[config.mk]
export PLATFORM = sky130hd
export DESIGN_NAME = hvpwm_top
export DESIGN_NICKNAME = d
export VERILOG_FILES = /design/src/rtl/hvpwm_pkg.sv /design/src/rtl/hvpwm_chan_if.sv /design/src/rtl/hvpwm_channel.sv /design/src/rtl/hvpwm_top.sv
export VERILOG_INCLUDE_DIRS = /design/src /design/src/rtl
export SDC_FILE = /design/constraint.sdc
export NUM_CORES = 1
export LEC_CHECK = 0
export ABC_CLOCK_PERIOD_IN_PS = 3000
export BUFFER_PORTS_ARGS = -buffer_cell sky130_fd_sc_hd__clkbuf_2
export CORE_AREA = 2 2 117 131
export DETAILED_ROUTE_END_ITERATION = 10
export DIE_AREA = 0 0 119 133
export PLACE_DENSITY = 0.78
export SETUP_SLACK_MARGIN = 0.5
export SKIP_LAST_GASP = 1
export SYNTH_ARGS = -nofsm -noshare
export SYNTH_HDL_FRONTEND = slang
export SYNTH_HIERARCHICAL = 1
export SYNTH_SLANG_ARGS = --single-unit
export TNS_END_PERCENT = 50
[constraint.sdc]
create_clock -name clk -period 3 [get_ports clk]
set_input_delay 0.6 -clock clk [delete_from_list [all_inputs] [get_ports clk]]
set_output_delay 0.6 -clock clk [all_outputs]
set_load 0.01 [all_outputs]
[src/rtl/hvpwm_regs.svh]
`ifndef HVPWM_REGS_SVH
`define HVPWM_REGS_SVH

// Register addresses (7-bit)
`define HVPWM_ADDR_PIN_CFG   7'h17
`define HVPWM_ADDR_DUTY1     7'h18
`define HVPWM_ADDR_DUTY2     7'h19
`define HVPWM_ADDR_FREQ      7'h1C

// Reset values
`define HVPWM_RST_BYTE       8'h00

// Field positions
`define HVPWM_FO_DUTY_HI     7
`define HVPWM_FO_DUTY_LO     6
`define HVPWM_PIN2_HI        5
`define HVPWM_PIN2_LO        3
`define HVPWM_PIN1_HI        2
`define HVPWM_PIN1_LO        0
`define HVPWM_CH1_RATE_BIT   0
`define HVPWM_CH2_RATE_BIT   2
`define HVPWM_FREQ_MASK      8'h05

// Pin function codes
`define HVPWM_FN_OFF         3'h4
`define HVPWM_FN_WAKE        3'h5
`define HVPWM_FN_LOW_SIDE    3'h6
`define HVPWM_FN_HIGH_SIDE   3'h7

// Timing
`define HVPWM_CLK_HZ         250000000
`define HVPWM_PWM_STEPS      255
`define HVPWM_SLOW_HZ        200
`define HVPWM_FAST_HZ        400
`define HVPWM_WAKE_FILT_NS   16000
`define HVPWM_CLK_NS         4
`define HVPWM_WAKE_FILT_CYC  (`HVPWM_WAKE_FILT_NS / `HVPWM_CLK_NS)
`define HVPWM_TICK_SLOW_CYC  (`HVPWM_CLK_HZ / (`HVPWM_SLOW_HZ * `HVPWM_PWM_STEPS))
`define HVPWM_TICK_FAST_CYC  (`HVPWM_CLK_HZ / (`HVPWM_FAST_HZ * `HVPWM_PWM_STEPS))
`define HVPWM_FO_PERIOD_CYC  40
`define HVPWM_FO_ON_20       3'h0
`define HVPWM_FO_ON_10       3'h1
`define HVPWM_FO_ON_5        3'h2
`define HVPWM_FO_ON_2P5      3'h3

`endif

[src/rtl/hvpwm_pkg.sv]
package hvpwm_pkg;
    typedef logic [7:0] hvpwm_byte_t;
    typedef enum logic [1:0] {
        HVPWM_FO_20,
        HVPWM_FO_10,
        HVPWM_FO_5,
        HVPWM_FO_2P5
    } hvpwm_fo_duty_t;
endpackage

[src/rtl/hvpwm_chan_if.sv]
`timescale 1ns/100ps
interface hvpwm_chan_if;
    logic [7:0] duty;
    logic       rate;
    logic       out;
    modport ctrl (output duty, output rate, input out);
    modport gen  (input duty, input rate, output out);
endinterface

[src/rtl/hvpwm_channel.sv]
`timescale 1ns/100ps
`include "hvpwm_regs.svh"
module hvpwm_channel (
    // Clock and reset
    input  wire logic   clk,
    input  wire logic   rst,
    input  wire logic   ce,
    // Settings and output
    hvpwm_chan_if.gen   ch
);
    logic [16:0] tick_cnt;
    logic [7:0]  step;
    logic [16:0] tick_max;
    logic        tick;

    assign tick_max = ch.rate ? 17'(`HVPWM_TICK_FAST_CYC - 1) : 17'(`HVPWM_TICK_SLOW_CYC - 1);
    assign tick     = (tick_cnt >= tick_max);

    always_ff @(posedge clk) begin
        if (rst) begin
            tick_cnt <= '0;
            step     <= '0;
            ch.out   <= 1'b0;
        end else if (ce) begin
            tick_cnt <= tick ? 17'h00000 : tick_cnt + 17'h00001;
            if (tick)
                step <= (step == 8'(`HVPWM_PWM_STEPS - 1)) ? 8'h00 : step + 8'h01;
            ch.out <= (step < ch.duty) || (ch.duty == 8'hFF);
        end
    end
endmodule

[src/rtl/hvpwm_top.sv]
`timescale 1ns/100ps
`include "hvpwm_regs.svh"
// What this block does
// - Duty field sets fail-output waveform duty
// - Pin field selects waveform, off, wake, switches
// - Channel one duty value over 255
// - Channel two uses same duty encoding
// - Rate bit selects 200 or 400 Hz
// - Reserved frequency bits read zero
// - Registers clear on reset and soft reset
// - Restart keeps pin and duty registers
module hvpwm_top (
    // Clock and control
    input  wire logic         clk,
    input  wire logic         rst,
    input  wire logic         ce,
    input  wire logic         soft_reset,
    input  wire logic         restart,
    // Register port
    input  wire logic [6:0]   reg_addr,
    input  wire logic         reg_wr,
    input  wire logic [7:0]   reg_wdata,
    output logic      [7:0]   reg_rdata,
    // Pin inputs
    input  wire logic         pin1_in,
    input  wire logic         pin2_in,
    // Pin and channel outputs
    output logic              fail_output_b,
    output logic              fail_output_c,
    output logic              pin1_low_side_on,
    output logic              pin2_low_side_on,
    output logic              pin1_high_side_switch_on,
    output logic              pin2_high_side_switch_on,
    output logic              pin1_wake,
    output logic              pin2_wake,
    output logic              pwm_ch1_out,
    output logic              pwm_ch2_out
);
    hvpwm_pkg::hvpwm_byte_t  pin_cfg;
    hvpwm_pkg::hvpwm_byte_t  duty1;
    hvpwm_pkg::hvpwm_byte_t  duty2;
    hvpwm_pkg::hvpwm_byte_t  freq;
    logic [2:0]              hv_pin1_function;
    logic [2:0]              hv_pin2_function;
    hvpwm_pkg::hvpwm_fo_duty_t fail_output_duty;
    logic [5:0]              fo_cnt;
    logic [5:0]              fo_on;
    logic                    fo_wave;
    logic [12:0]             filt1;
    logic [12:0]             filt2;
    logic                    next_wake1;
    logic                    next_wake2;
    logic [7:0]              next_rdata;
    logic                    clr;

    hvpwm_chan_if ch1 ();
    hvpwm_chan_if ch2 ();

    function automatic logic fn_is_fo(input logic [2:0] code);
        fn_is_fo = (code < `HVPWM_FN_OFF);
    endfunction

    function automatic logic [12:0] fn_filt(input logic [12:0] c, input logic en, input logic lvl,
                                            input logic st);
        if (!en || lvl == st)
            fn_filt = 13'h0000;
        else
            fn_filt = c + 13'h0001;
    endfunction

    assign clr              = rst || soft_reset;
    assign hv_pin1_function = pin_cfg[`HVPWM_PIN1_HI:`HVPWM_PIN1_LO];
    assign hv_pin2_function = pin_cfg[`HVPWM_PIN2_HI:`HVPWM_PIN2_LO];
    assign fail_output_duty = hvpwm_pkg::hvpwm_fo_duty_t'(pin_cfg[`HVPWM_FO_DUTY_HI:`HVPWM_FO_DUTY_LO]);

    // Fail-output on-time in 40-slot period
    always_comb begin
        unique case (fail_output_duty)
            hvpwm_pkg::HVPWM_FO_20:  fo_on = 6'h08;
            hvpwm_pkg::HVPWM_FO_10:  fo_on = 6'h04;
            hvpwm_pkg::HVPWM_FO_5:   fo_on = 6'h02;
            hvpwm_pkg::HVPWM_FO_2P5: fo_on = 6'h01;
        endcase
    end
    assign fo_wave = (fo_cnt < fo_on);

    assign ch1.duty = duty1;
    assign ch2.duty = duty2;
    assign ch1.rate = freq[`HVPWM_CH1_RATE_BIT];
    assign ch2.rate = freq[`HVPWM_CH2_RATE_BIT];

    assign next_wake1 = (filt1 >= 13'(`HVPWM_WAKE_FILT_CYC - 1)) ? pin1_in : pin1_wake;
    assign next_wake2 = (filt2 >= 13'(`HVPWM_WAKE_FILT_CYC - 1)) ? pin2_in : pin2_wake;

    always_comb begin
        unique case (reg_addr)
            `HVPWM_ADDR_PIN_CFG: next_rdata = pin_cfg;
            `HVPWM_ADDR_DUTY1:   next_rdata = duty1;
            `HVPWM_ADDR_DUTY2:   next_rdata = duty2;
            `HVPWM_ADDR_FREQ:    next_rdata = freq & `HVPWM_FREQ_MASK;
            default:             next_rdata = `HVPWM_RST_BYTE;
        endcase
    end

    // Registers; restart leaves them untouched
    always_ff @(posedge clk) begin
        if (clr) begin
            pin_cfg <= `HVPWM_RST_BYTE;
            duty1   <= `HVPWM_RST_BYTE;
            duty2   <= `HVPWM_RST_BYTE;
            freq    <= `HVPWM_RST_BYTE;
        end else if (ce && reg_wr) begin
            if (reg_addr == `HVPWM_ADDR_PIN_CFG)
                pin_cfg <= reg_wdata;
            if (reg_addr == `HVPWM_ADDR_DUTY1)
                duty1 <= reg_wdata;
            if (reg_addr == `HVPWM_ADDR_DUTY2)
                duty2 <= reg_wdata;
            if (reg_addr == `HVPWM_ADDR_FREQ)
                freq <= reg_wdata & `HVPWM_FREQ_MASK;
        end
    end

    always_ff @(posedge clk) begin
        if (rst) begin
            reg_rdata <= `HVPWM_RST_BYTE;
        end else if (ce) begin
            reg_rdata <= next_rdata;
        end
    end

    // Fail-output slot timer, one slot per slow-channel step
    logic [16:0] fo_tick;
    always_ff @(posedge clk) begin
        if (clr) begin
            fo_tick <= '0;
            fo_cnt  <= '0;
        end else if (ce) begin
            if (fo_tick >= 17'(`HVPWM_TICK_SLOW_CYC - 1)) begin
                fo_tick <= '0;
                fo_cnt  <= (fo_cnt == 6'(`HVPWM_FO_PERIOD_CYC - 1)) ? 6'h00 : fo_cnt + 6'h01;
            end else begin
                fo_tick <= fo_tick + 17'h00001;
            end
        end
    end

    // Pin outputs
    always_ff @(posedge clk) begin
        if (clr) begin
            fail_output_b            <= 1'b0;
            fail_output_c            <= 1'b0;
            pin1_low_side_on         <= 1'b0;
            pin2_low_side_on         <= 1'b0;
            pin1_high_side_switch_on <= 1'b0;
            pin2_high_side_switch_on <= 1'b0;
            pwm_ch1_out              <= 1'b0;
            pwm_ch2_out              <= 1'b0;
        end else if (ce) begin
            fail_output_b            <= fn_is_fo(hv_pin1_function) && fo_wave;
            fail_output_c            <= fn_is_fo(hv_pin2_function) && fo_wave;
            pin1_low_side_on         <= (hv_pin1_function == `HVPWM_FN_LOW_SIDE);
            pin2_low_side_on         <= (hv_pin2_function == `HVPWM_FN_LOW_SIDE);
            pin1_high_side_switch_on <= (hv_pin1_function == `HVPWM_FN_HIGH_SIDE);
            pin2_high_side_switch_on <= (hv_pin2_function == `HVPWM_FN_HIGH_SIDE);
            pwm_ch1_out              <= ch1.out;
            pwm_ch2_out              <= ch2.out;
        end
    end

    // Static wake filter: level must hold 16 us
    always_ff @(posedge clk) begin
        if (clr) begin
            filt1     <= '0;
            filt2     <= '0;
            pin1_wake <= 1'b0;
            pin2_wake <= 1'b0;
        end else if (ce) begin
            filt1     <= fn_filt(filt1, hv_pin1_function == `HVPWM_FN_WAKE, pin1_in, pin1_wake);
            filt2     <= fn_filt(filt2, hv_pin2_function == `HVPWM_FN_WAKE, pin2_in, pin2_wake);
            pin1_wake <= (hv_pin1_function == `HVPWM_FN_WAKE) && next_wake1;
            pin2_wake <= (hv_pin2_function == `HVPWM_FN_WAKE) && next_wake2;
        end
    end

    hvpwm_channel u_ch1 (
        .clk (clk),
        .rst (clr),
        .ce  (ce),
        .ch  (ch1.gen)
    );

    hvpwm_channel u_ch2 (
        .clk (clk),
        .rst (clr),
        .ce  (ce),
        .ch  (ch2.gen)
    );

    logic unused_restart;
    assign unused_restart = restart;
endmodule

[Yosys cells after proc, flatten, opt, wreduce, memory -nomap -nowiden]
Index checks and enable logic that the tools add are counted.
Operators by class
  add/sub/neg operators: 8
  $mul: 0
  divide/modulo/power cells: 0
  magnitude comparators: 10
  equality and inequality tests: 20
  shift operators: 0
  muxes and demuxes: 14
  bitwise operators: 0
  reduce and logical (&&, ||, !) cells: 20
Operator list (count)
  $mux 13: 4
  $add 17x1->17 const B: 3
  $mux 17: 3
  $ge 17x17->1: 2
  $eq 8x8->1 const B: 4
  $pmux 8 s4: 1
  $eq 7x5->1 const B: 4
  $add 13x1->13 const B: 2
  $ge 13x12->1 const B: 2
  $pmux 6 s4: 1
  $eq 3x3->1 const B: 6
  $ge 17x13->1 const B: 1
  $add 8x1->8 const B: 2
  $lt 8x8->1: 2
  $mux 8: 2
  $reduce_and 2->1: 7
  $add 6x1->6 const B: 1
  $eq 6x6->1 const B: 1
  $lt 3x3->1 const B: 2
  $lt 6x6->1: 1
  $mux 6: 1
  $logic_and 1x1->1: 5
  $logic_or 1x1->1: 5
  $eq 2x2->1 const B: 2
  5 further kinds: 8
Word-level totals
  flip-flop bits (word level): 145
  latch bits: 0
  bits in writable memories: 0
  memory bits (read-only): 0
  bits of input ports: 23
  output and inout bits: 18
  logic and storage cells: 97
  memories: 0

[Longest topological paths before layout]
  depth in word-level cells: 4
  mapped depth: 9
  gate-level depth less buffers: 7

[Modules after synthesis]
Netlist, hierarchy kept.
By module, submodules not included
  hvpwm_top: instances 1, cells each 464, area each 4210.3 sq um, seq. area each 1861.8 sq um
  hvpwm_channel: instances 2, cells each 216, area each 1810.5 sq um, seq. area each 520.5 sq um

[Worst setup path after synthesis]
OpenSTA, ideal clock, no wires.
  path type: input to register
  from: input reg_addr[5]
  to: register duty1[0], in the netlist ch1.duty[0]
  setup time: 0.128 ns
  data arrival time: 2.278 ns
  required time: 2.872 ns
  path slack: 0.595 ns
  cell stages on the path: 7
  buffers on the path: 2
  path through: or3b_1 -> or4b_4 -> buf_6 -> or3_4 -> buf_6 -> mux2i_1 -> nor2_1
On the way
  cells in the longest elaborated chain, start to end: 2
RTL lines
  start: declaration: line hvpwm_top.sv:20  | input wire logic [6:0] reg_addr,
  $eq 7x5->1
  $reduce_and 2->1 (no line)
  end signal: assignment: line hvpwm_top.sv:109  | duty1 <= `HVPWM_RST_BYTE;
  end signal: assignment: line hvpwm_top.sv:116  | duty1 <= reg_wdata;
  end: declaration: line hvpwm_top.sv:40  | hvpwm_pkg::hvpwm_byte_t duty1;
No other way between the ends.
A chain may end at the register's enable or synchronous reset.

[Worst setup path in the final report]
  from: register freq[2]
  to: register u_ch2.step[1]
On the way
  cells in the longest elaborated chain, start to end: 3
RTL lines
  start: declaration: line hvpwm_top.sv:42  | hvpwm_pkg::hvpwm_byte_t freq;
  start signal: assignment: line hvpwm_top.sv:111  | freq <= `HVPWM_RST_BYTE;
  start signal: assignment: line hvpwm_top.sv:120  | freq <= reg_wdata & `HVPWM_FREQ_MASK;
  $mux 13: line hvpwm_channel.sv:16  | assign tick_max = ch.rate ? 17'(`HVPWM_TICK_FAST_CYC - 1) : 17'(`HVPWM_TICK_SLOW_CYC - 1);
  $ge 17x17->1: line hvpwm_channel.sv:17  | assign tick = (tick_cnt >= tick_max);
  $reduce_and 2->1 (no line)
  end signal: assignment: line hvpwm_channel.sv:27  | step <= (step == 8'(`HVPWM_PWM_STEPS - 1)) ? 8'h00 : step + 8'h01;
  end: declaration: line hvpwm_channel.sv:12  | logic [7:0] step;
No other way between the ends.

==> impl_metrics.env <==
export IMPL_antenna_found_initial=2
export IMPL_reg2reg_depth=6
export IMPL_syn_to_final_growth_pct=12.7
export IMPL_drt_total_wl_um=17300
export IMPL_relSlewSlack=0.568
export IMPL_setup_tns_ns=0
export IMPL_io_buffers=39
export IMPL_num_io_pins=41
export IMPL_coreArea_um2=14600
export IMPL_viasPerCell=5.77
export IMPL_fin_area_um2=8820
export IMPL_whs_path_depth=3
export IMPL_synth_common_cells="dfxtp_1 (145), nor2_1 (134), nand2_1 (59), nor3_1 (46), ha_1 (44)"
export IMPL_maxCapViolCount=0
export IMPL_drtPass1Iterations=5
export IMPL_synth_seq_cells=145
export IMPL_start_kind="flip-flop"
export IMPL_max_stage_delay_ns=0.45
export IMPL_yosysUniqueCellTypes=63
export IMPL_crit_chain="inv_1 > ha_1 > a2111oi_2 > o31a_2 > a2bb2oi_4 > mux2_4"
export IMPL_critical_path_max_fanout=10
export IMPL_endpoint_kind="flip-flop"
export IMPL_p_int_w=0.00324
export IMPL_cts_tree="done"
export IMPL_finalSetupViolCount=0
export IMPL_timing_rr_start="freq[2]"
export IMPL_clk_path_buf_depth=2
export IMPL_dieArea_um2=15800
export IMPL_grt_ovfl_total=0
export IMPL_drc_errors=0
export IMPL_synth_area_leaders="dfxtp_1 (37%), ha_1 (7.0%), nor2_1 (6.4%)"
export IMPL_yosysTopAreaCellShare=0.371
export IMPL_dpl_cell_count=1115
export IMPL_synth_edff_count=0
export IMPL_status="finished clean"
export IMPL_dpl_hpwl_um=12100
export IMPL_cp_slowest_cell="dfxtp_1"
export IMPL_leakagePower_nw=3.28
export IMPL_worstMarginPinSlew_ns=0.648
export IMPL_cellPowerDensity_nw_per_um2=471
export IMPL_grt_pass1_vias=6143
export IMPL_avgSynthCellArea_um2=8.74
export IMPL_die_w_um=119
export IMPL_p_seq_frac=0.466
export IMPL_vias=6625
export IMPL_power_switching_w=0.000915
export IMPL_start_util=0.535
export IMPL_place_gp_congestion=0.819
export IMPL_async_reset_ff_frac=0
export IMPL_grt_setup_unrepaired="false"
export IMPL_cts_htree_levels=4
export IMPL_clockPowerShare=0.501
export IMPL_fp_dieH_um=133
export IMPL_wl_per_cell_um=15.0
export IMPL_place_area_um2=8210
export IMPL_clk_pin_slew_ns=0.06
export IMPL_rows=47
export IMPL_yosysTopAreaCell="dfxtp_1"
export IMPL_maxSlewViolCount=0
export IMPL_finalNonFillerCells=1149
export IMPL_swShare=0.220
export IMPL_postSynthCellCount=896
export IMPL_worstSetupPathType="reg2reg"
export IMPL_drive_gt1_frac=0.131
export IMPL_hold_path_end="pin_cfg[4]"
export IMPL_hp_class="in2reg"
export IMPL_ctsHoldBuffers=0
export IMPL_fillCellCount=1242
export IMPL_ys_flop_type="dfxtp_1"
export IMPL_nNetsFinal=1006
export IMPL_pwr_share_comb=0.033
export IMPL_finalClockSkew_ns=0.00482
export IMPL_synth_nets=963
export IMPL_required_ns=3.32
export IMPL_drt_iter0_markers=582
export IMPL_fmaxAchievable_ghz=0.428
export IMPL_ys_warn_count=6
export IMPL_cts_buffers=17
export IMPL_ir_drop_uv=414
export IMPL_drtAntennaViolNets=0
export IMPL_cts_root_buf="clkbuf_16"
export IMPL_r2r_setup_slack_ns=0.67
export IMPL_final_min_clock_period_ns=2.33
export IMPL_r2r_end="u_ch2/step[1]"
export IMPL_grt_pass1_wl_um=28700
export IMPL_grt_use_total=0.222
export IMPL_syn_area_um2=7830
export IMPL_hold_viol_final=0
export IMPL_worstPathArrival_ns=2.65
export IMPL_cts_sinks=145
export IMPL_grt_max_degree=38
export IMPL_fin_crit_sh=0.778
export IMPL_yosysMostFrequentCell="dfxtp_1"
export IMPL_yosysSeqAreaShare=0.371
export IMPL_holdCritStartpoint="reg_wdata[4]"
export IMPL_clk_latency_ns=0.43
==> layout make-up <==
| type | instances | area, um^2 | area share |
|---|---|---|---|
| inverters | 33 | 124 | 0.0140 |
| flip-flops and latches | 145 | 2900 | 0.329 |
| multi-input cells | 686 | 4630 | 0.524 |
| well taps | 196 | 245 | 0.0278 |
| clock buffers | 19 | 453 | 0.0513 |
| clock inverters | 13 | 136 | 0.0155 |
| repair buffers | 56 | 335 | 0.0380 |
| diodes | 1 | 2.50 | 0.000284 |
==> flip-flops by register name, summed over array words and instances, names as in the netlist, 2 cells and up <==
name,cells
fo_cnt,6
filt1,13
u_ch2/step,8
reg_rdata,8
filt2,13
pin_cfg,8
u_ch1/step,8
fo_tick,17
ch1.duty,8
freq,2
ch2.duty,8
u_ch1/tick_cnt,17
u_ch2/tick_cnt,17
==> logic make-up after synthesis <==
group / count (synthesis) / synth area share
and+or+nand+nor: 403 / 0.267
DFF: 145 / 0.371
AOI/OAI and AO/OA: 132 / 0.124
buffers and inverters: 65 / 0.0387
xor gates and xnor gates: 61 / 0.0682
muxes: 46 / 0.0614
adders and majority gates: 44 / 0.0703
==> worst max-delay path by stage <==
stage                startpoint                 end  depth (start not counted)
CTS                     freq[2]       u_ch2/step[1]                          6
global route            freq[2]  u_ch2/tick_cnt[11]                          8
floorplan           reg_addr[5]         ch1.duty[0]                          7
global placement    reg_addr[5]         ch2.duty[2]                          6
finish                  freq[2]       u_ch2/step[1]                          6
detailed placement  reg_addr[5]         ch2.duty[4]                          6
==> power groups by stage <==
stage / clock network [W] / registers [W] / logic (W)
3_3_place_gp: 0 / 0.00198 / 0.000133
2_1_floorplan: 0 / 0.00198 / 0.0000793
3_5_place_dp: 0 / 0.00198 / 0.000135
4_1_cts: 0.00212 / 0.00194 / 0.000136
6_report: 0.00208 / 0.00194 / 0.000137
5_1_grt: 0.00220 / 0.00194 / 0.000149
==> metrics by stage <==
stage | power, W | utilization | hold WS, ns | setup WS, ns
after global routing | 0.00429 | 0.602 | 0.463 | 0.500
after detailed placement | 0.00211 | 0.561 | 0.456 | 0.318
after floorplan | 0.00206 | - | 0.432 | 0.595
after global placement | 0.00211 | 0.561 | 0.445 | 0.380
final | 0.00416 | 0.603 | 0.455 | 0.666
after CTS | 0.00420 | 0.601 | 0.448 | 0.655
==> cells in the final DEF, fill, tap and decap left out, types with 8 or more instances in the layout <==
| master | count |
|---|---|
| xor2_1 | 38 |
| o21ai_0 | 33 |
| clkbuf_2 | 39 |
| nand2b_1 | 19 |
| a22o_1 | 8 |
| dfxtp_1 | 145 |
| buf_4 | 16 |
| nand2_1 | 59 |
| and3_1 | 17 |
| ha_1 | 44 |
| a31oi_1 | 12 |
| xnor2_1 | 23 |
| mux2i_1 | 42 |
| nand3_1 | 31 |
| o32ai_1 | 14 |
| a21oi_1 | 21 |
| inv_1 | 32 |
| nor2_1 | 134 |
| nand4b_1 | 8 |
| clkbuf_16 | 17 |
| nand4_1 | 30 |
| nor3_1 | 46 |
==> layer usage <==
| metal | track usage | wire length (um) | share of wire | vias up |
|---|---|---|---|---|
| met5 | 0 | 11 | 0.00064 | - |
| met4 | 0.0906 | 461 | 0.027 | 2 |
| met3 | 0.0616 | 977 | 0.057 | 37 |
| met2 | 0.379 | 8340 | 0.48 | 162 |
| met1 | 0.263 | 7470 | 0.43 | 3116 |
| li1 | - | - | - | 3308 |
==> timing repair <==
item	in CTS	in global routing
endpoints found under the setup margin	0	6
resized for setup	0	0
setup buffers	0	1
==> critical path: cells and delay by family (launching register included) <==
family / cells / cell delay [ns]
AOI/OAI and AO/OA: 3 / 1.08
DFF: 1 / 0.45
muxes: 1 / 0.33
adders and majority gates: 1 / 0.24
buffers and inverters: 1 / 0.13
(Power assumes the default switching activity.)
